<file path="config.mk">
export PLATFORM = sky130hd
export DESIGN_NAME = oakgb_top
export DESIGN_NICKNAME = d
export VERILOG_FILES = /design/src/rtl/oakgb_alpha.v /design/src/rtl/oakgb_blend_ch.v /design/src/rtl/oakgb_top.v
export VERILOG_INCLUDE_DIRS = /design/src /design/src/inc
export SDC_FILE = /design/constraint.sdc
export NUM_CORES = 1
export LEC_CHECK = 0
export ABC_CLOCK_PERIOD_IN_PS = 8900
export BUFFER_PORTS_ARGS = -buffer_cell sky130_fd_sc_hd__buf_2
export CORE_MARGIN = 4
export CORE_UTILIZATION = 60
export DETAILED_ROUTE_END_ITERATION = 16
export PLACE_DENSITY = 0.8
export SKIP_LAST_GASP = 1
export SLEW_MARGIN = 20
export SYNTH_ARGS = -nofsm -noshare
export SYNTH_HDL_FRONTEND = slang
export SYNTH_SLANG_ARGS = --single-unit
</file>
<file path="constraint.sdc">
create_clock -name clk -period 8.9 [get_ports clk]
set_clock_uncertainty 0.15 [all_clocks]
set_input_delay 0.445 -clock clk [delete_from_list [all_inputs] [get_ports clk]]
set_output_delay 0.445 -clock clk [all_outputs]
set_load 0.005 [all_outputs]
</file>
<file path="src/inc/oakgb_defs.vh">
// Register map, field positions, codes and reset values of the compositor
`ifndef OAKGB_DEFS_VH
`define OAKGB_DEFS_VH

`define OAKGB_IDX_BLEND 12'h836
`define OAKGB_IDX_KEYR 12'h838
`define OAKGB_IDX_KEYG 12'h83a
`define OAKGB_IDX_KEYB 12'h83c
`define OAKGB_IDX_GAMMA 12'h83e
`define OAKGB_IDX_STATUS 12'h846
`define OAKGB_IDX_KEYCNT 12'h848

`define OAKGB_RST_BLEND 16'h0000
`define OAKGB_RST_KEY 16'h0000
`define OAKGB_RST_GAMMA 16'h0000

`define OAKGB_MASK_BLEND 16'h77ff
`define OAKGB_MASK_KEY 16'h00ff
`define OAKGB_MASK_GAMMA 16'h7f3f

`define OAKGB_BM_SHIFT 14
`define OAKGB_BM_SWAP 13
`define OAKGB_BM_TRANS 12
`define OAKGB_BM_MODE_HI 10
`define OAKGB_BM_MODE_LO 9
`define OAKGB_BM_ENABLE 8
`define OAKGB_BM_CONST_HI 7

`define OAKGB_GC_MAIN_BYP 14
`define OAKGB_GC_SEC_BYP 13
`define OAKGB_GC_FIRST_BYP 12
`define OAKGB_GC_WSEL_HI 11
`define OAKGB_GC_WSEL_LO 10
`define OAKGB_GC_BANK_HI 5
`define OAKGB_GC_BANK_LO 4
`define OAKGB_GC_LUT_EN 0

`define OAKGB_MODE_CONST 2'b00
`define OAKGB_MODE_MAP 2'b01
`define OAKGB_MODE_BOTH 2'b10

`define OAKGB_BANK_VP_A 2'b00
`define OAKGB_BANK_VP_B 2'b01
`define OAKGB_BANK_SPLIT 2'b10
`define OAKGB_BANK_HOST 2'b11

`define OAKGB_WSEL_BOTH 2'b00
`define OAKGB_WSEL_FIRST 2'b01
`define OAKGB_WSEL_SECOND 2'b10

`define OAKGB_WIN_MAIN 2'b00
`define OAKGB_WIN_FIRST 2'b01
`define OAKGB_WIN_SECOND 2'b10

`define OAKGB_AFMT_1BIT 2'b00
`define OAKGB_AFMT_4BIT 2'b01
`define OAKGB_AFMT_8BIT 2'b10

`define OAKGB_ALPHA_HALF 8'h80

`endif

</file>
<file path="src/rtl/oakgb_alpha.v">
// Effective alpha selection from constant and per-pixel map alpha
`timescale 1ns/1ps
`include "oakgb_defs.vh"
module oakgb_alpha (
    input wire [1:0] mode,
    input wire shiftEn,
    input wire [7:0] constAlpha,
    input wire [7:0] mapRaw,
    input wire [1:0] mapFmt,
    output reg [7:0] alphaOut
);
    reg [7:0] mapConv;
    reg [7:0] mapFinal;
    reg [15:0] prod;

    always @* begin
        // Expand map alpha to an 8-bit fraction of 256
        case (mapFmt)
            `OAKGB_AFMT_1BIT: mapConv = mapRaw[0] ? `OAKGB_ALPHA_HALF : 8'h00;
            `OAKGB_AFMT_4BIT: mapConv = {mapRaw[3:0], 4'h0};
            default: mapConv = mapRaw;
        endcase
        if (shiftEn && (mode != `OAKGB_MODE_CONST) && (mapConv != 8'h00)) begin
            mapFinal = {mapConv[7], mapConv[7:1]};
        end else begin
            mapFinal = mapConv;
        end
        prod = {8'h00, mapFinal} * {8'h00, constAlpha};
        case (mode)
            `OAKGB_MODE_MAP: alphaOut = mapFinal;
            `OAKGB_MODE_BOTH: alphaOut = prod[15:8];
            // Reserved mode falls back to constant alpha
            default: alphaOut = constAlpha;
        endcase
    end
endmodule // oakgb_alpha

</file>
<file path="src/rtl/oakgb_blend_ch.v">
// One colour component of the alpha blend
`timescale 1ns/1ps
module oakgb_blend_ch (
    input wire [7:0] ovlVal,
    input wire [7:0] mainVal,
    input wire [7:0] alpha,
    input wire swap,
    output wire [7:0] result
);
    wire [7:0] fgVal;
    wire [7:0] bgVal;
    wire [8:0] invAlpha;
    wire [16:0] prodFg;
    wire [16:0] prodBg;
    wire [16:0] sum;

    assign fgVal = swap ? mainVal : ovlVal;
    assign bgVal = swap ? ovlVal : mainVal;
    assign invAlpha = 9'h100 - {1'b0, alpha};
    assign prodFg = {9'h000, fgVal} * {9'h000, alpha};
    assign prodBg = {9'h000, bgVal} * {8'h00, invAlpha};
    // Peak sum is 255 * 256, so bits 15:8 never overflow
    assign sum = prodFg + prodBg;
    assign result = sum[15:8];
endmodule // oakgb_blend_ch

</file>
<file path="src/rtl/oakgb_top.v">
// Overlay compositor with colour key, gamma routing and register slave
`timescale 1ns/1ps
`include "oakgb_defs.vh"
module oakgb_top #(
    parameter ADDR_W = 14,
    parameter CNT_W = 16
) (
    input wire clk,
    input wire rstn,
    input wire [ADDR_W-1:0] avsAddress,
    input wire avsRead,
    input wire avsWrite,
    input wire [31:0] avsWriteData,
    input wire [3:0] avsByteEnable,
    output wire [31:0] avsReadData,
    output wire avsWaitRequest,
    input wire pixValid,
    input wire [7:0] pixMainR,
    input wire [7:0] pixMainG,
    input wire [7:0] pixMainB,
    input wire pixMainIsFirst,
    input wire pixOvlHit,
    input wire [7:0] pixOvlR,
    input wire [7:0] pixOvlG,
    input wire [7:0] pixOvlB,
    input wire [7:0] pixOvlAlpha,
    input wire [1:0] pixAlphaFmt,
    input wire ovlArgbEn,
    output wire outValid,
    output wire [7:0] outR,
    output wire [7:0] outG,
    output wire [7:0] outB,
    output wire [1:0] outWin,
    output wire outGammaOn,
    output wire outGammaBankB,
    output wire lutHostAccA,
    output wire lutHostAccB
);
    reg rstSync1_r;
    reg rstSync2_r;
    wire rstnInt;

    reg [15:0] blendReg_r;
    reg [15:0] keyRed_r;
    reg [15:0] keyGreen_r;
    reg [15:0] keyBlue_r;
    reg [15:0] gammaReg_r;
    reg [CNT_W-1:0] keyCnt_r;
    reg [CNT_W-1:0] keyCnt_nxt;

    reg waitReq_r;
    reg [31:0] readData_r;
    reg [15:0] readMux;
    wire [11:0] regIdx;
    wire busReq;
    wire busDone;
    wire wrDone;

    // Stage one holds the pixel with its resolved alpha and key decision
    reg s1Valid_r;
    reg [7:0] s1MainR_r;
    reg [7:0] s1MainG_r;
    reg [7:0] s1MainB_r;
    reg [7:0] s1OvlR_r;
    reg [7:0] s1OvlG_r;
    reg [7:0] s1OvlB_r;
    reg s1MainFirst_r;
    reg s1Show_r;
    reg s1Blend_r;
    reg s1Keyed_r;
    reg s1Swap_r;
    reg [7:0] s1Alpha_r;

    reg outValid_r;
    reg [7:0] outR_r;
    reg [7:0] outG_r;
    reg [7:0] outB_r;
    reg [1:0] outWin_r;
    reg outGammaOn_r;
    reg outGammaBankB_r;
    reg lastKeyed_r;
    reg lastBlend_r;
    reg lutHostAccA_r;
    reg lutHostAccB_r;

    wire [1:0] blendMode;
    wire [7:0] alphaEff;
    wire keyMatch;
    wire ovlShown;
    wire [7:0] blendR;
    wire [7:0] blendG;
    wire [7:0] blendB;
    wire [1:0] s1Win;
    wire [1:0] bankSel;
    wire [1:0] winSel;
    wire lutEn;
    reg gammaOn;
    reg gammaBankB;
    reg winBypass;
    reg hostA;
    reg hostB;

    // Reset is released through two flops; assertion stays asynchronous
    always @(posedge clk or negedge rstn) begin
        if (!rstn) begin
            rstSync1_r <= 1'b0;
            rstSync2_r <= 1'b0;
        end else begin
            rstSync1_r <= 1'b1;
            rstSync2_r <= rstSync1_r;
        end
    end
    assign rstnInt = rstSync2_r;

    // Register slave: one wait cycle, then waitrequest low with read data
    assign regIdx = avsAddress[13:2];
    assign busReq = avsRead | avsWrite;
    assign busDone = busReq & ~waitReq_r;
    assign wrDone = avsWrite & ~waitReq_r;

    function [15:0] mergeBytes;
        input [15:0] oldVal;
        input [31:0] wdata;
        input [3:0] be;
        input [15:0] mask;
        begin
            mergeBytes[15:8] = be[1] ? wdata[15:8] : oldVal[15:8];
            mergeBytes[7:0] = be[0] ? wdata[7:0] : oldVal[7:0];
            mergeBytes = mergeBytes & mask;
        end
    endfunction

    always @* begin
        case (regIdx)
            `OAKGB_IDX_BLEND: readMux = blendReg_r;
            `OAKGB_IDX_KEYR: readMux = keyRed_r;
            `OAKGB_IDX_KEYG: readMux = keyGreen_r;
            `OAKGB_IDX_KEYB: readMux = keyBlue_r;
            `OAKGB_IDX_GAMMA: readMux = gammaReg_r;
            `OAKGB_IDX_STATUS: readMux = {11'h000, lutHostAccB_r,
                lutHostAccA_r, outGammaOn_r, lastBlend_r, lastKeyed_r};
            `OAKGB_IDX_KEYCNT: readMux = keyCnt_r[15:0];
            default: readMux = 16'h0000;
        endcase
    end

    always @(posedge clk or negedge rstnInt) begin
        if (!rstnInt) begin
            waitReq_r <= 1'b1;
            readData_r <= 32'h00000000;
        end else begin
            if (busReq && waitReq_r) begin
                waitReq_r <= 1'b0;
                readData_r <= avsRead ? {16'h0000, readMux} : 32'h00000000;
            end else begin
                waitReq_r <= 1'b1;
            end
        end
    end

    always @(posedge clk or negedge rstnInt) begin
        if (!rstnInt) begin
            blendReg_r <= `OAKGB_RST_BLEND;
            keyRed_r <= `OAKGB_RST_KEY;
            keyGreen_r <= `OAKGB_RST_KEY;
            keyBlue_r <= `OAKGB_RST_KEY;
            gammaReg_r <= `OAKGB_RST_GAMMA;
        end else if (wrDone) begin
            case (regIdx)
                `OAKGB_IDX_BLEND: blendReg_r <= mergeBytes(blendReg_r,
                    avsWriteData, avsByteEnable, `OAKGB_MASK_BLEND);
                `OAKGB_IDX_KEYR: keyRed_r <= mergeBytes(keyRed_r,
                    avsWriteData, avsByteEnable, `OAKGB_MASK_KEY);
                `OAKGB_IDX_KEYG: keyGreen_r <= mergeBytes(keyGreen_r,
                    avsWriteData, avsByteEnable, `OAKGB_MASK_KEY);
                `OAKGB_IDX_KEYB: keyBlue_r <= mergeBytes(keyBlue_r,
                    avsWriteData, avsByteEnable, `OAKGB_MASK_KEY);
                `OAKGB_IDX_GAMMA: gammaReg_r <= mergeBytes(gammaReg_r,
                    avsWriteData, avsByteEnable, `OAKGB_MASK_GAMMA);
                default: begin
                end
            endcase
        end
    end

    // Keyed pixel counter; a write clears it but a same-cycle hit still counts
    always @* begin
        keyCnt_nxt = keyCnt_r;
        if (wrDone && (regIdx == `OAKGB_IDX_KEYCNT)) begin
            keyCnt_nxt = {CNT_W{1'b0}};
        end
        if (s1Valid_r && s1Keyed_r && (keyCnt_nxt != {CNT_W{1'b1}})) begin
            keyCnt_nxt = keyCnt_nxt + {{(CNT_W-1){1'b0}}, 1'b1};
        end
    end

    always @(posedge clk or negedge rstnInt) begin
        if (!rstnInt) begin
            keyCnt_r <= {CNT_W{1'b0}};
        end else begin
            keyCnt_r <= keyCnt_nxt;
        end
    end

    // Alpha resolution; map modes expect the alpha-carrying format enabled
    assign blendMode = blendReg_r[`OAKGB_BM_MODE_HI:`OAKGB_BM_MODE_LO];

    oakgb_alpha u_alpha (
        .mode(blendMode),
        .shiftEn(blendReg_r[`OAKGB_BM_SHIFT]),
        .constAlpha(blendReg_r[`OAKGB_BM_CONST_HI:0]),
        .mapRaw(ovlArgbEn ? pixOvlAlpha : 8'h00),
        .mapFmt(pixAlphaFmt),
        .alphaOut(alphaEff)
    );

    // Key compares all three components against the key colour
    assign keyMatch = blendReg_r[`OAKGB_BM_TRANS] &&
        (pixOvlR == keyRed_r[7:0]) &&
        (pixOvlG == keyGreen_r[7:0]) &&
        (pixOvlB == keyBlue_r[7:0]);
    assign ovlShown = pixOvlHit & ~keyMatch;

    always @(posedge clk or negedge rstnInt) begin
        if (!rstnInt) begin
            s1Valid_r <= 1'b0;
            s1MainR_r <= 8'h00;
            s1MainG_r <= 8'h00;
            s1MainB_r <= 8'h00;
            s1OvlR_r <= 8'h00;
            s1OvlG_r <= 8'h00;
            s1OvlB_r <= 8'h00;
            s1MainFirst_r <= 1'b0;
            s1Show_r <= 1'b0;
            s1Blend_r <= 1'b0;
            s1Keyed_r <= 1'b0;
            s1Swap_r <= 1'b0;
            s1Alpha_r <= 8'h00;
        end else begin
            s1Valid_r <= pixValid;
            if (pixValid) begin
                s1MainR_r <= pixMainR;
                s1MainG_r <= pixMainG;
                s1MainB_r <= pixMainB;
                s1OvlR_r <= pixOvlR;
                s1OvlG_r <= pixOvlG;
                s1OvlB_r <= pixOvlB;
                s1MainFirst_r <= pixMainIsFirst;
                s1Show_r <= ovlShown;
                s1Blend_r <= blendReg_r[`OAKGB_BM_ENABLE];
                s1Keyed_r <= pixOvlHit & keyMatch;
                s1Swap_r <= blendReg_r[`OAKGB_BM_SWAP];
                s1Alpha_r <= alphaEff;
            end
        end
    end

    oakgb_blend_ch u_blend_r (
        .ovlVal(s1OvlR_r),
        .mainVal(s1MainR_r),
        .alpha(s1Alpha_r),
        .swap(s1Swap_r),
        .result(blendR)
    );

    oakgb_blend_ch u_blend_g (
        .ovlVal(s1OvlG_r),
        .mainVal(s1MainG_r),
        .alpha(s1Alpha_r),
        .swap(s1Swap_r),
        .result(blendG)
    );

    oakgb_blend_ch u_blend_b (
        .ovlVal(s1OvlB_r),
        .mainVal(s1MainB_r),
        .alpha(s1Alpha_r),
        .swap(s1Swap_r),
        .result(blendB)
    );

    // Gamma routing per window from bank and window select
    assign s1Win = s1Show_r ? `OAKGB_WIN_SECOND :
        (s1MainFirst_r ? `OAKGB_WIN_FIRST : `OAKGB_WIN_MAIN);
    assign bankSel = gammaReg_r[`OAKGB_GC_BANK_HI:`OAKGB_GC_BANK_LO];
    assign winSel = gammaReg_r[`OAKGB_GC_WSEL_HI:`OAKGB_GC_WSEL_LO];
    assign lutEn = gammaReg_r[`OAKGB_GC_LUT_EN];

    always @* begin
        case (s1Win)
            `OAKGB_WIN_FIRST: winBypass = gammaReg_r[`OAKGB_GC_FIRST_BYP];
            `OAKGB_WIN_SECOND: winBypass = gammaReg_r[`OAKGB_GC_SEC_BYP];
            default: winBypass = gammaReg_r[`OAKGB_GC_MAIN_BYP];
        endcase
        gammaOn = 1'b0;
        gammaBankB = 1'b0;
        hostA = 1'b0;
        hostB = 1'b0;
        case (bankSel)
            `OAKGB_BANK_VP_A: begin
                gammaOn = (s1Win != `OAKGB_WIN_SECOND);
                hostB = 1'b1;
            end
            `OAKGB_BANK_VP_B: begin
                gammaOn = (s1Win != `OAKGB_WIN_SECOND);
                gammaBankB = 1'b1;
                hostA = 1'b1;
            end
            `OAKGB_BANK_SPLIT: begin
                case (s1Win)
                    `OAKGB_WIN_FIRST: gammaOn = (winSel == `OAKGB_WSEL_BOTH) ||
                        (winSel == `OAKGB_WSEL_FIRST);
                    `OAKGB_WIN_SECOND: gammaOn = (winSel == `OAKGB_WSEL_BOTH) ||
                        (winSel == `OAKGB_WSEL_SECOND);
                    default: gammaOn = 1'b1;
                endcase
                gammaBankB = (s1Win != `OAKGB_WIN_MAIN);
            end
            default: begin
                hostA = 1'b1;
                hostB = 1'b1;
            end
        endcase
        // Unselected windows are already off; the per-window bypass bits and the LUT enable gate the rest
        gammaOn = gammaOn & ~winBypass & lutEn;
        hostA = hostA & lutEn;
        hostB = hostB & lutEn;
    end

    always @(posedge clk or negedge rstnInt) begin
        if (!rstnInt) begin
            outValid_r <= 1'b0;
            outR_r <= 8'h00;
            outG_r <= 8'h00;
            outB_r <= 8'h00;
            outWin_r <= `OAKGB_WIN_MAIN;
            outGammaOn_r <= 1'b0;
            outGammaBankB_r <= 1'b0;
            lastKeyed_r <= 1'b0;
            lastBlend_r <= 1'b0;
            lutHostAccA_r <= 1'b0;
            lutHostAccB_r <= 1'b0;
        end else begin
            outValid_r <= s1Valid_r;
            lutHostAccA_r <= hostA;
            lutHostAccB_r <= hostB;
            if (s1Valid_r) begin
                if (!s1Show_r) begin
                    outR_r <= s1MainR_r;
                    outG_r <= s1MainG_r;
                    outB_r <= s1MainB_r;
                end else if (s1Blend_r) begin
                    outR_r <= blendR;
                    outG_r <= blendG;
                    outB_r <= blendB;
                end else begin
                    outR_r <= s1OvlR_r;
                    outG_r <= s1OvlG_r;
                    outB_r <= s1OvlB_r;
                end
                outWin_r <= s1Win;
                outGammaOn_r <= gammaOn;
                outGammaBankB_r <= gammaBankB;
                lastKeyed_r <= s1Keyed_r;
                lastBlend_r <= s1Show_r & s1Blend_r;
            end
        end
    end

    assign avsReadData = readData_r;
    assign avsWaitRequest = waitReq_r;
    assign outValid = outValid_r;
    assign outR = outR_r;
    assign outG = outG_r;
    assign outB = outB_r;
    assign outWin = outWin_r;
    assign outGammaOn = outGammaOn_r;
    assign outGammaBankB = outGammaBankB_r;
    assign lutHostAccA = lutHostAccA_r;
    assign lutHostAccB = lutHostAccB_r;
endmodule // oakgb_top

</file>
==> key figures, run 1 <==
GRT
  • Total GRT Usage: 32.2%
  • First-pass GRT wire length: 110,000 um
  • Initial antenna violation count: 6
  • Overflow after GRT: 0
  • Largest net degree at the start of global routing: 83
  • Vias in the first global route: 20,500

Setup path
  • Startpoint Class: flop
  • WP buf/inv: 3
  • Worst path required time: 9.07 ns
  • Family with the most delay on the worst path: adder cells
  • Slowest cell on crit path: fa_1
  • Worst-path cell chain: buf_4, nor3_1, nand2_1, nor2_1, xor2_1, nor2_1, fa_1, inv_1, fa_1, inv_1, fa_1, fa_1, fa_1, fa_1, ha_1, a2111oi_0, o21ai_1, o311ai_1, o22ai_1, o41a_1, xnor2_1, a221oi_1
  • Critical Path AT: 8.05 ns
  • FF-to-FF setup slack: 1.02 ns
  • R2r endpoint: outG[6]$_DFFE_PN0P_
  • Worst setup EP type: flop
  • Cell depth of the worst setup path: 22
  • Crit Path Category: flop to flop
  • Most used cell, CP: fa_1
  • Critical R2R Launch: s1Alpha_r[1]$_DFFE_PN0P_
  • Reg2Reg Depth: 22
  • Max incr delay on CP: 0.57 ns
  • Crit Path Max Fanout: 10

Placed design
  • Area after DPL: 25,400 um^2
  • GP Congestion: 0.990
  • DP Worst Slack: 1.18 ns
  • Post-DP HPWL: 54,400 um
  • I/O Buffers: 142

Power
  • Maximum VDD drop: 0.288 mV
  • Pwr Density: 259 nW/um^2
  • LEAKAGE: 13.0 nW

Drt
  • Aggregate routed wire length: 69,000 um
  • # DRC: 0
  • Drt via density: 5.99
  • Vias: 19,200
  • Post-DRT Antenna Nets: 0
  • Routed WL per cell: 21.5 um
  • Drt first pass iters: 6
  • DR iter-0 viols: 1,942

CTS
  • Cts bufs inserted: 17
  • CTS root buf: clkbuf_16
  • CTS tree: done
  • Cts hold-fix bufs: 1
  • Max H-tree Level: 4
  • Cts repair resizes: 0
  • CTS sink cnt: 181
  • Clock Tree Buf Depth: 2
  • Post-CTS Setup Inserts: 0
  • Clock-pin slew on the worst setup and hold paths: 0.10 ns
  • Clk_lat worst skew: 0.49 ns

Outcome
  • Outcome: completed

Final layout
  • Fin nets: 3,339
  • Area delta synth->final: 8.13%
  • Filler cells: 3,096
  • Final Util: 65.7%
  • Final Instance Area: 26,100 um^2
  • Ratio of cells with drive above 1 in the final layout: 13.6%

Timing
  • Slew Viols, Final: 0
  • Count of final setup violators: 0
  • RSZ-0062 raised after global routing: false
  • Fin crit share: 88.5%
  • Final hold vios: 0
  • Peak Freq: 0.127 GHz
  • Final Hold Slack: 0.0306 ns
  • Final setup margin: 1.02 ns
  • Fin crit period: 7.88 ns
  • Setup tns final: 0 ns
  • Slew @ Worst Pin: 1.19 ns
  • Max_slew headroom: 20.0%

Synthesis
  • Seq/Total Area, Yosys: 18.8%
  • Synth Area per Inst: 9.44 um^2
  • Cells after synthesis: 2,556
  • Number of enable flip-flop cells after synthesis: 0
  • Synthesized flop and latch total: 181
  • Ys async rst share: 100%
  • Post-synth top flop: dfrtp_1
  • Synth Cell Area: 24,100 um^2
  • Unique masters post-synth: 77
  • YS warnings: 0

Die
  • Row cnt: 73
  • Die width: 209 um
  • Die Footprint: 43,500 um^2
  • Chip Height: 209 um
  • Starting Density: 60.7%
  • Placeable Area: 39,700 um^2
  • Top Ports: 180

Min path
  • Hold Path End: s1MainB_r[6]$_DFFE_PN0P_
  • Min-Delay Path Class: primary input to flop
  • Worst Hold Launch: pixMainB[6]
  • Hold Path Stages: 2

Run
  • Max Cap Viol: 0
[cell families (layout without fill, tap and decap cells)]
family,count (synthesis),count (layout),share of synthesized area (%)
and+or+nand+nor,763,763,15.0
adders and majority gates,554,554,39.3
buffers and inverters,531,642,8.56
AOI/OAI and AO/OA,255,255,6.91
muxes,186,186,8.42
DFF,181,181,18.8
xor gates and xnor gates,84,84,3.05
other,2,21,0.0311
[per-stage QoR]
stage	std cells	total power [W]
4_1_cts	3206	0.00675
3_5_place_dp	3173	0.00584
2_1_floorplan	2571	0.00455
5_1_grt	3207	0.00752
6_report	3211	0.00676
3_3_place_gp	3173	0.00561
[worst max path at each step]
stage	from	end
floorplan	s1Alpha_r[0]$_DFFE_PN0P_	outG[6]$_DFFE_PN0P_
global placement	s1Alpha_r[1]$_DFFE_PN0P_	outG[6]$_DFFE_PN0P_
detailed placement	s1Alpha_r[1]$_DFFE_PN0P_	outG[6]$_DFFE_PN0P_
CTS	s1Alpha_r[1]$_DFFE_PN0P_	outG[6]$_DFFE_PN0P_
global route	s1Alpha_r[1]$_DFFE_PN0P_	outG[6]$_DFFE_PN0P_
finish	s1Alpha_r[1]$_DFFE_PN0P_	outG[6]$_DFFE_PN0P_
[worst reg2reg max path, delay by kind of cell (launching register included)]
family	cells	cell delay, ns
compound gates	6	1.58
xor+xnor	2	0.89
fa+ha+maj	7	3.19
buf+inv	3	0.37
flops	1	0.49
simple gates	4	1.04
[power breakdown]
part	internal (W)	leakage [nW]	switching, W
clock	0.000421	0.315	0.000448
combinational	0.00211	10.4	0.00285
sequential	0.000867	2.26	0.0000726
[Yosys cell counts, drive strengths merged (5+ instances only)]
cell type / count / share of area (%)
nor3: 21 / 0.50
clkbuf: 71 / 1.1
nor2b: 26 / 0.67
a21o: 10 / 0.31
and3: 13 / 0.34
a221oi: 15 / 0.54
nand2b: 28 / 0.73
a222oi: 6 / 0.25
fa: 338 / 28
xnor2: 45 / 1.6
nand2: 265 / 4.1
and4: 6 / 0.22
ha: 216 / 11
mux2: 135 / 6.3
o21a: 8 / 0.25
nand4: 18 / 0.47
o221ai: 7 / 0.25
nor3b: 5 / 0.16
xor2: 39 / 1.4
inv: 428 / 6.7
nor2: 223 / 3.5
buf: 30 / 0.76
mux2i: 51 / 2.1
a211oi: 9 / 0.28
a22oi: 11 / 0.34
o21ai: 85 / 1.8
and2: 107 / 2.8
o22ai: 11 / 0.29
nand3: 19 / 0.39
dfrtp: 180 / 19
a21oi: 49 / 1.0
or3: 10 / 0.26
nor4: 6 / 0.24
o31ai: 5 / 0.16
[layout by cell type, fill, tap and decap left out, types with 17 or more instances in the layout]
master,instances
conb_1,17
nand4_1,18
xnor2_1,45
ha_1,216
clkbuf_16,17
xor2_1,39
nor3_1,18
inv_1,428
a21oi_1,49
nand2_1,265
dfrtp_1,177
nand3_1,19
o21ai_0,80
buf_2,141
nor2b_1,26
buf_4,37
mux2_2,135
nor2_1,222
nand2b_1,28
and2_1,107
fa_1,338
mux2i_1,51
[final cells by class]
cell class / instances / area, um^2 / share of cell area, %
tap: 525 / 657 / 2.52
multi-input combinational: 1859 / 17600 / 67.4
clock inverter: 15 / 233 / 0.892
timing repair buffer: 180 / 1010 / 3.89
clock buffer: 17 / 425 / 1.63
antenna: 4 / 10.0 / 0.0384
inverter: 430 / 1610 / 6.19
sequential: 181 / 4540 / 17.4
[flip-flops by register name, indices dropped and copies added (netlist names), 2 cells and up]
name         count
avsReadData     16
keyCnt_r        16
blendReg_r      14
gammaReg_r      13
keyBlue_r        8
keyGreen_r       8
keyRed_r         8
outB             8
outG             8
outR             8
s1Alpha_r        8
s1MainB_r        8
s1MainG_r        8
s1MainR_r        8
s1OvlB_r         8
s1OvlG_r         8
s1OvlR_r         8
outWin           2
[layer usage]
layer  track usage (%)  vias to the layer above  share of wire, %
li1                  -                     8386                 -
met1              42.0                     9614                38
met2              51.6                     1031                46
met3              7.90                      209                10
met4              13.7                        4               4.8
met5                 0                        -             0.039
No activity file was read; power rests on OpenSTA's default activity.
==> inputs of run 2 (changes only) <==
- CTS_CLUSTER_SIZE: default -> 10
- MAX_ROUTING_LAYER: default -> met4
- PLACE_DENSITY: 0.8 -> 0.79
- SYNTH_HIERARCHICAL: default -> 1
==> run 2 against run 1 <==
Critical endpoint is now outR[5]$_DFFE_PN0P_. Highest routed layer is now met4. Combinational power down 90%. Clock power decreased by 4.9%. Sequential cell count unchanged. Die area grew 4.9%. Synthesized cell count rose by 3.0%.
==> key figures, run 2 <==
Min path
  • Hold Path End: s1MainR_r[3]$_DFFE_PN0P_
  • Min-Delay Path Class: primary input to flop
  • Worst Hold Launch: pixMainR[3]
  • Hold Path Stages: 2

Setup path
  • Crit Path Max Fanout: 8
  • Worst path required time: 9.13 ns
  • FF-to-FF setup slack: 1.17 ns
  • Critical Path AT: 7.96 ns
  • Startpoint Class: flop
  • Worst-path cell chain: clkinv_1, ha_1, or3b_1, or3_4, or3_2, or2_1, fa_1, inv_1, fa_1, fa_1, fa_1, fa_1, inv_1, fa_1, inv_1, ha_1, o2bb2ai_1, a211oi_1, nand2b_1, o211ai_1, mux2i_1, a21oi_1, mux2_2
  • Most used cell, CP: fa_1
  • Slowest cell on crit path: fa_1
  • R2r endpoint: outR[5]$_DFFE_PN0P_
  • Crit Path Category: flop to flop
  • Critical Path Start: s1Alpha_r[0]$_DFFE_PN0P_
  • Critical R2R Launch: s1Alpha_r[0]$_DFFE_PN0P_
  • Max incr delay on CP: 0.57 ns
  • Reg2Reg Depth: 23
  • Worst setup EP type: flop

Die
  • Chip Height: 214 um
  • Die Footprint: 45,600 um^2
  • Top Ports: 180
  • Row cnt: 75
  • Placeable Area: 41,900 um^2
  • Starting Density: 60.6%
  • Die width: 214 um

Synthesis
  • Synth Area per Inst: 9.62 um^2
  • Seq/Total Area, Yosys: 17.9%
  • Synthesized flop and latch total: 181
  • Ys async rst share: 100%
  • Post-synth top flop: dfrtp_1
  • Top cells by count, synth: inv_1, fa_1, ha_1
  • Post-synth top area share: 26.7%
  • YS warnings: 6
  • Area leader, netlist: fa_1
  • Count leader, synth: inv_1
  • Synth Cell Area: 25,300 um^2
  • Unique masters post-synth: 103
  • Synth area leaders: fa_1, dfrtp_1, ha_1
  • Cells after synthesis: 2,633
  • Number of enable flip-flop cells after synthesis: 0

Outcome
  • Outcome: completed

Placed design
  • Post-DP HPWL: 54,700 um
  • GP Congestion: 0.992
  • I/O Buffers: 142
  • Dpl cells: 3,271

GRT
  • Vias in the first global route: 20,400
  • Largest net degree at the start of global routing: 71
  • Overflow after GRT: 0
  • First-pass GRT wire length: 110,000 um
  • Total GRT Usage: 32.1%
  • Initial antenna violation count: 0

Final layout
  • Most used cells in the layout excluding fill and tap cells: inv_1, fa_1, ha_1, nor2_1, dfrtp_1
  • Fin nets: 3,425
  • Layout Cells excl Fill: 3,306
  • Reg area: 4540 um^2
  • Area of the multi-input gates: 18,700 um^2
  • Ratio of cells with drive above 1 in the final layout: 15.5%
  • Filler cells: 3,421
  • Diodes inserted: 0
  • Area delta synth->final: 7.54%
  • Commonest non-fill, non-tap cell in the layout: inv_1

Drt
  • Drt via density: 5.86
  • # DRC: 0
  • Drt first pass iters: 6
  • Aggregate routed wire length: 68,900 um
  • Routed WL per cell: 20.9 um
  • Post-DRT Antenna Nets: 0
  • Vias: 19,400
  • DR iter-0 viols: 1,494

CTS
  • Post-CTS Setup Inserts: 0
  • Clock-pin slew on the worst setup and hold paths: 0.08 ns
  • Max H-tree Level: 4
  • Cts hold-fix bufs: 3
  • CTS tree: done
  • Clock Tree Buf Depth: 2
  • Cts repair resizes: 0
  • CTS sink cnt: 181
  • Cts bufs inserted: 17
  • CTS root buf: clkbuf_16
  • Clk_lat worst skew: 0.50 ns

Timing
  • Fin crit share: 86.9%
  • Peak Freq: 0.129 GHz
  • Slew @ Worst Pin: 1.02 ns
  • RSZ-0062 raised after global routing: false
  • Setup tns final: 0 ns
  • Fin crit period: 7.73 ns
  • Max_slew headroom: 29.8%
  • Count of final setup violators: 0
  • Slew Viols, Final: 0
  • Final hold vios: 0

Power
  • Maximum VDD drop: 0.157 mV
  • Overall Power: 0.00225 W
  • LEAKAGE: 13.2 nW
  • Pwr Density: 82.5 nW/um^2

Run
  • Max Cap Viol: 0
-- run 2: worst max-delay path by stage --
stage / end / slack (ns) / cells after the start
final: outR[5]$_DFFE_PN0P_ / 1.17 / 23
after global routing: outR[5]$_DFFE_PN0P_ / 0.84 / 23
after CTS: outR[5]$_DFFE_PN0P_ / 1.16 / 23
after detailed placement: outR[5]$_DFFE_PN0P_ / 1.20 / 23
after global placement: outR[5]$_DFFE_PN0P_ / 1.26 / 23
after floorplan: outR[7]$_DFFE_PN0P_ / 1.69 / 25
-- run 2: worst max-delay path, delay by kind of cell (launching register included) --
kind	cells	cell delay, ns
adder cells (fa/ha/maj)	8	3.52
flip-flops	1	0.52
AO/OA/AOI/OAI	4	0.80
buffers and inverters	4	0.37
multiplexers	2	0.49
AND/OR/NAND/NOR	5	1.77
-- run 2: cell families (layout without fill, tap and decap cells) --
| group | after synthesis | after routing | synth area share (%) |
|---|---|---|---|
| AO/OA/AOI/OAI | 227 | 227 | 6.26 |
| XOR/XNOR | 100 | 100 | 3.49 |
| adder cells (fa/ha/maj) | 555 | 555 | 37.4 |
| buffers and inverters | 553 | 672 | 8.66 |
| flip-flops | 181 | 181 | 17.9 |
| multiplexers | 234 | 234 | 10.2 |
| other | 2 | 17 | 0.0296 |
| AND/OR/NAND/NOR | 781 | 781 | 16.1 |
-- run 2: final cells by class --
cell class | count | share of cell area [%]
Clock buffer | 17 | 1.56
Clock inverter | 15 | 0.758
Inverter | 464 | 6.39
Multi-Input combinational cell | 1914 | 68.5
Sequential cell | 181 | 16.7
Tap cell | 539 | 2.47
Timing Repair Buffer | 176 | 3.63
-- run 2: metrics by stage --
step,worst slack [ns],utilization (%),hold WS [ns],area [um^2]
floorplan,1.69,-,-0.000591,25400
global placement,1.26,63.5,0.0796,26600
detailed placement,1.20,63.5,0.0823,26600
CTS,1.16,65.1,0.00140,27200
global route,0.843,65.1,0.0200,27300
finish,1.17,65.1,0.0298,27300
-- run 2: where the power goes --
| part | switching [W] | total, W | leakage (nW) | internal (W) |
|---|---|---|---|---|
| logic | 0.000291 | 0.000490 | 10.7 | 0.000199 |
| registers | 0.0000627 | 0.000932 | 2.28 | 0.000869 |
| clock network | 0.000434 | 0.000826 | 0.302 | 0.000392 |
-- run 2: per-layer routing --
metal / vias to the layer above / wire length (um) / GRT usage (%)
met3: 181 / 4560 / 5.60
li1: 8645 / - / -
met2: 794 / 32800 / 51.2
met4: 0 / 3000 / 12.6
met5: - / 0 / -
met1: 9757 / 28600 / 41.3
==> inputs of run 3 (changes only) <==
- PLACE_DENSITY: 0.79 -> 0.83
==> run 3 against run 2 <==
Combinational power rose by 2%. Global-route usage rose by 0.72 points. Critical path type unchanged. Count of clock-buffer cells in the layout did not move. Sequential power fell by 0.5%. Largest cell class unchanged. Sequential cell count did not move. Non-clock buffer count fell by 3. Critical path depth did not move. Sequential share of layout area barely moved. Fmax fell by 2.8%.
==> key figures, run 3 (synthesis results as in run 2) <==
Die
  • Starting Density: 60.6%
  • Placeable Area: 41,900 um^2
  • Row cnt: 75
  • Die Footprint: 45,600 um^2
  • Top Ports: 180
  • Chip Height: 214 um
  • Die width: 214 um

Final layout
  • Most used cells in the layout excluding fill and tap cells: inv_1, fa_1, ha_1, nor2_1, dfrtp_1
  • Area delta synth->final: 7.55%
  • Fin nets: 3,422
  • Layout Cells excl Fill: 3,304
  • Ratio of cells with drive above 1 in the final layout: 15.3%
  • Commonest non-fill, non-tap cell in the layout: inv_1

Timing
  • Max_slew headroom: 27.6%
  • Count of final setup violators: 0
  • Slew @ Worst Pin: 1.09 ns
  • Final setup margin: 0.946 ns
  • Final hold vios: 0
  • Fin crit period: 7.95 ns
  • RSZ-0062 raised after global routing: false
  • Fin crit share: 89.4%
  • Setup tns final: 0 ns
  • Slew Viols, Final: 0
  • Peak Freq: 0.126 GHz

Drt
  • # DRC: 0
  • Aggregate routed wire length: 69,500 um
  • Post-DRT Antenna Nets: 0
  • Drt via density: 5.86
  • Vias: 19,400
  • Routed WL per cell: 21.0 um
  • DR iter-0 viols: 1,668
  • Drt first pass iters: 5

Setup path
  • Reg2Reg Depth: 23
  • Crit Path Max Fanout: 8
  • Worst Setup EP: outR[5]$_DFFE_PN0P_
  • Startpoint Class: flop
  • Critical Path AT: 8.20 ns
  • Critical R2R Launch: s1Alpha_r[0]$_DFFE_PN0P_
  • Critical Path Start: s1Alpha_r[0]$_DFFE_PN0P_
  • Worst-path cell chain: clkinv_1, ha_1, or3b_1, or3_4, or3_2, or2_1, fa_1, inv_1, fa_1, fa_1, fa_1, fa_1, inv_1, fa_1, inv_1, ha_1, o2bb2ai_1, a211oi_1, nand2b_1, o211ai_1, mux2i_1, a21oi_1, mux2_2
  • FF-to-FF setup slack: 0.95 ns
  • Worst setup EP type: flop
  • Slowest cell on crit path: fa_1
  • Most used cell, CP: fa_1
  • Worst path required time: 9.14 ns
  • Crit Path Category: flop to flop
  • R2r endpoint: outR[5]$_DFFE_PN0P_
  • Max incr delay on CP: 0.57 ns

GRT
  • Largest net degree at the start of global routing: 80
  • Initial antenna violation count: 1
  • Total GRT Usage: 32.8%
  • Overflow after GRT: 0
  • First-pass GRT wire length: 112,000 um
  • Vias in the first global route: 20,900

CTS
  • Clock-pin slew on the worst setup and hold paths: 0.09 ns
  • Max H-tree Level: 4
  • Post-CTS Setup Inserts: 0
  • Clk_lat worst skew: 0.50 ns
  • CTS sink cnt: 181
  • CTS tree: done
  • CTS root buf: clkbuf_16
  • Cts bufs inserted: 17
  • Clock Tree Buf Depth: 2

Power
  • Pwr Density: 83.1 nW/um^2
  • Maximum VDD drop: 0.174 mV
  • LEAKAGE: 13.2 nW
  • Overall Power: 0.00226 W

Run
  • Max Cap Viol: 0

Placed design
  • DP Worst Slack: 1.10 ns
  • Post-DP HPWL: 55,400 um
  • I/O Buffers: 142
  • Dpl cells: 3,268
  • GP Congestion: 0.982

Min path
  • Min-Delay Path Class: primary input to flop
  • Worst Hold Launch: avsWriteData[11]

Outcome
  • Outcome: completed
run 3: cell types whose count changed in the layout (fill, tap and decap cells not counted), sizes merged:
cell,before,now
inv,473,472
clkinv,5,7
clkinvlp,1,0
diode,0,1
buf,173,170
run 3: through the flow:
| step | hold slack (ns) | util (%) | instance area (um^2) |
|---|---|---|---|
| final | 0.0228 | 65.1 | 27300 |
| after global routing | 0.0124 | 65.1 | 27300 |
| after CTS | 0.00457 | 65.1 | 27200 |
| after detailed placement | 0.0819 | 63.5 | 26600 |
| after global placement | 0.0805 | 63.5 | 26600 |
| after floorplan | -0.000591 | - | 25400 |
run 3: repair_timing:
action,in CTS,in global routing
hold buffers,3,0
endpoints found under the hold margin,3,0
resized for setup,0,0
run 3: worst min-delay path by stage:
stage                                  to  slack [ns]  depth (start not counted)
2_1_floorplan        rstSync1_r$_DFF_PN0_     -0.0006                          0
3_3_place_gp         rstSync1_r$_DFF_PN0_        0.08                          1
3_5_place_dp         rstSync1_r$_DFF_PN0_        0.08                          1
4_1_cts        gammaReg_r[11]$_DFFE_PN0P_       0.005                          2
5_1_grt          s1MainR_r[2]$_DFFE_PN0P_        0.01                          2
6_report       gammaReg_r[11]$_DFFE_PN0P_        0.02                          2
run 3: power breakdown:
part / internal [W] / switching [W]
clock: 0.000398 / 0.000441
combinational: 0.000200 / 0.000298
sequential: 0.000869 / 0.0000580
run 3: layer usage:
layer  vias to the layer above  share of wire [%]  GRT usage (%)
li1                       8634                  -              -
met1                      9653                 41           42.6
met2                       857                 47           51.5
met3                       222                7.5           5.85
met4                         0                4.8           13.5
met5                         -                  0              -
run 3: worst max-delay path, delay by kind of cell, from the launching register on:
kind,cells,cell delay (ns)
AOI/OAI and AO/OA,4,0.91
adders and majority gates,8,3.54
buffers and inverters,4,0.43
DFF,1,0.56
muxes,2,0.46
and+or+nand+nor,5,1.82
run 3: layout make-up:
cell class | instances | area [um^2]
clock buffer | 17 | 425
timing repair buffer | 173 | 970
sequential | 181 | 4540
fill | 3385 | 14600
antenna | 1 | 2.50
inverter | 464 | 1740
clock inverter | 15 | 229
tap | 539 | 674
multi-input combinational | 1914 | 18700
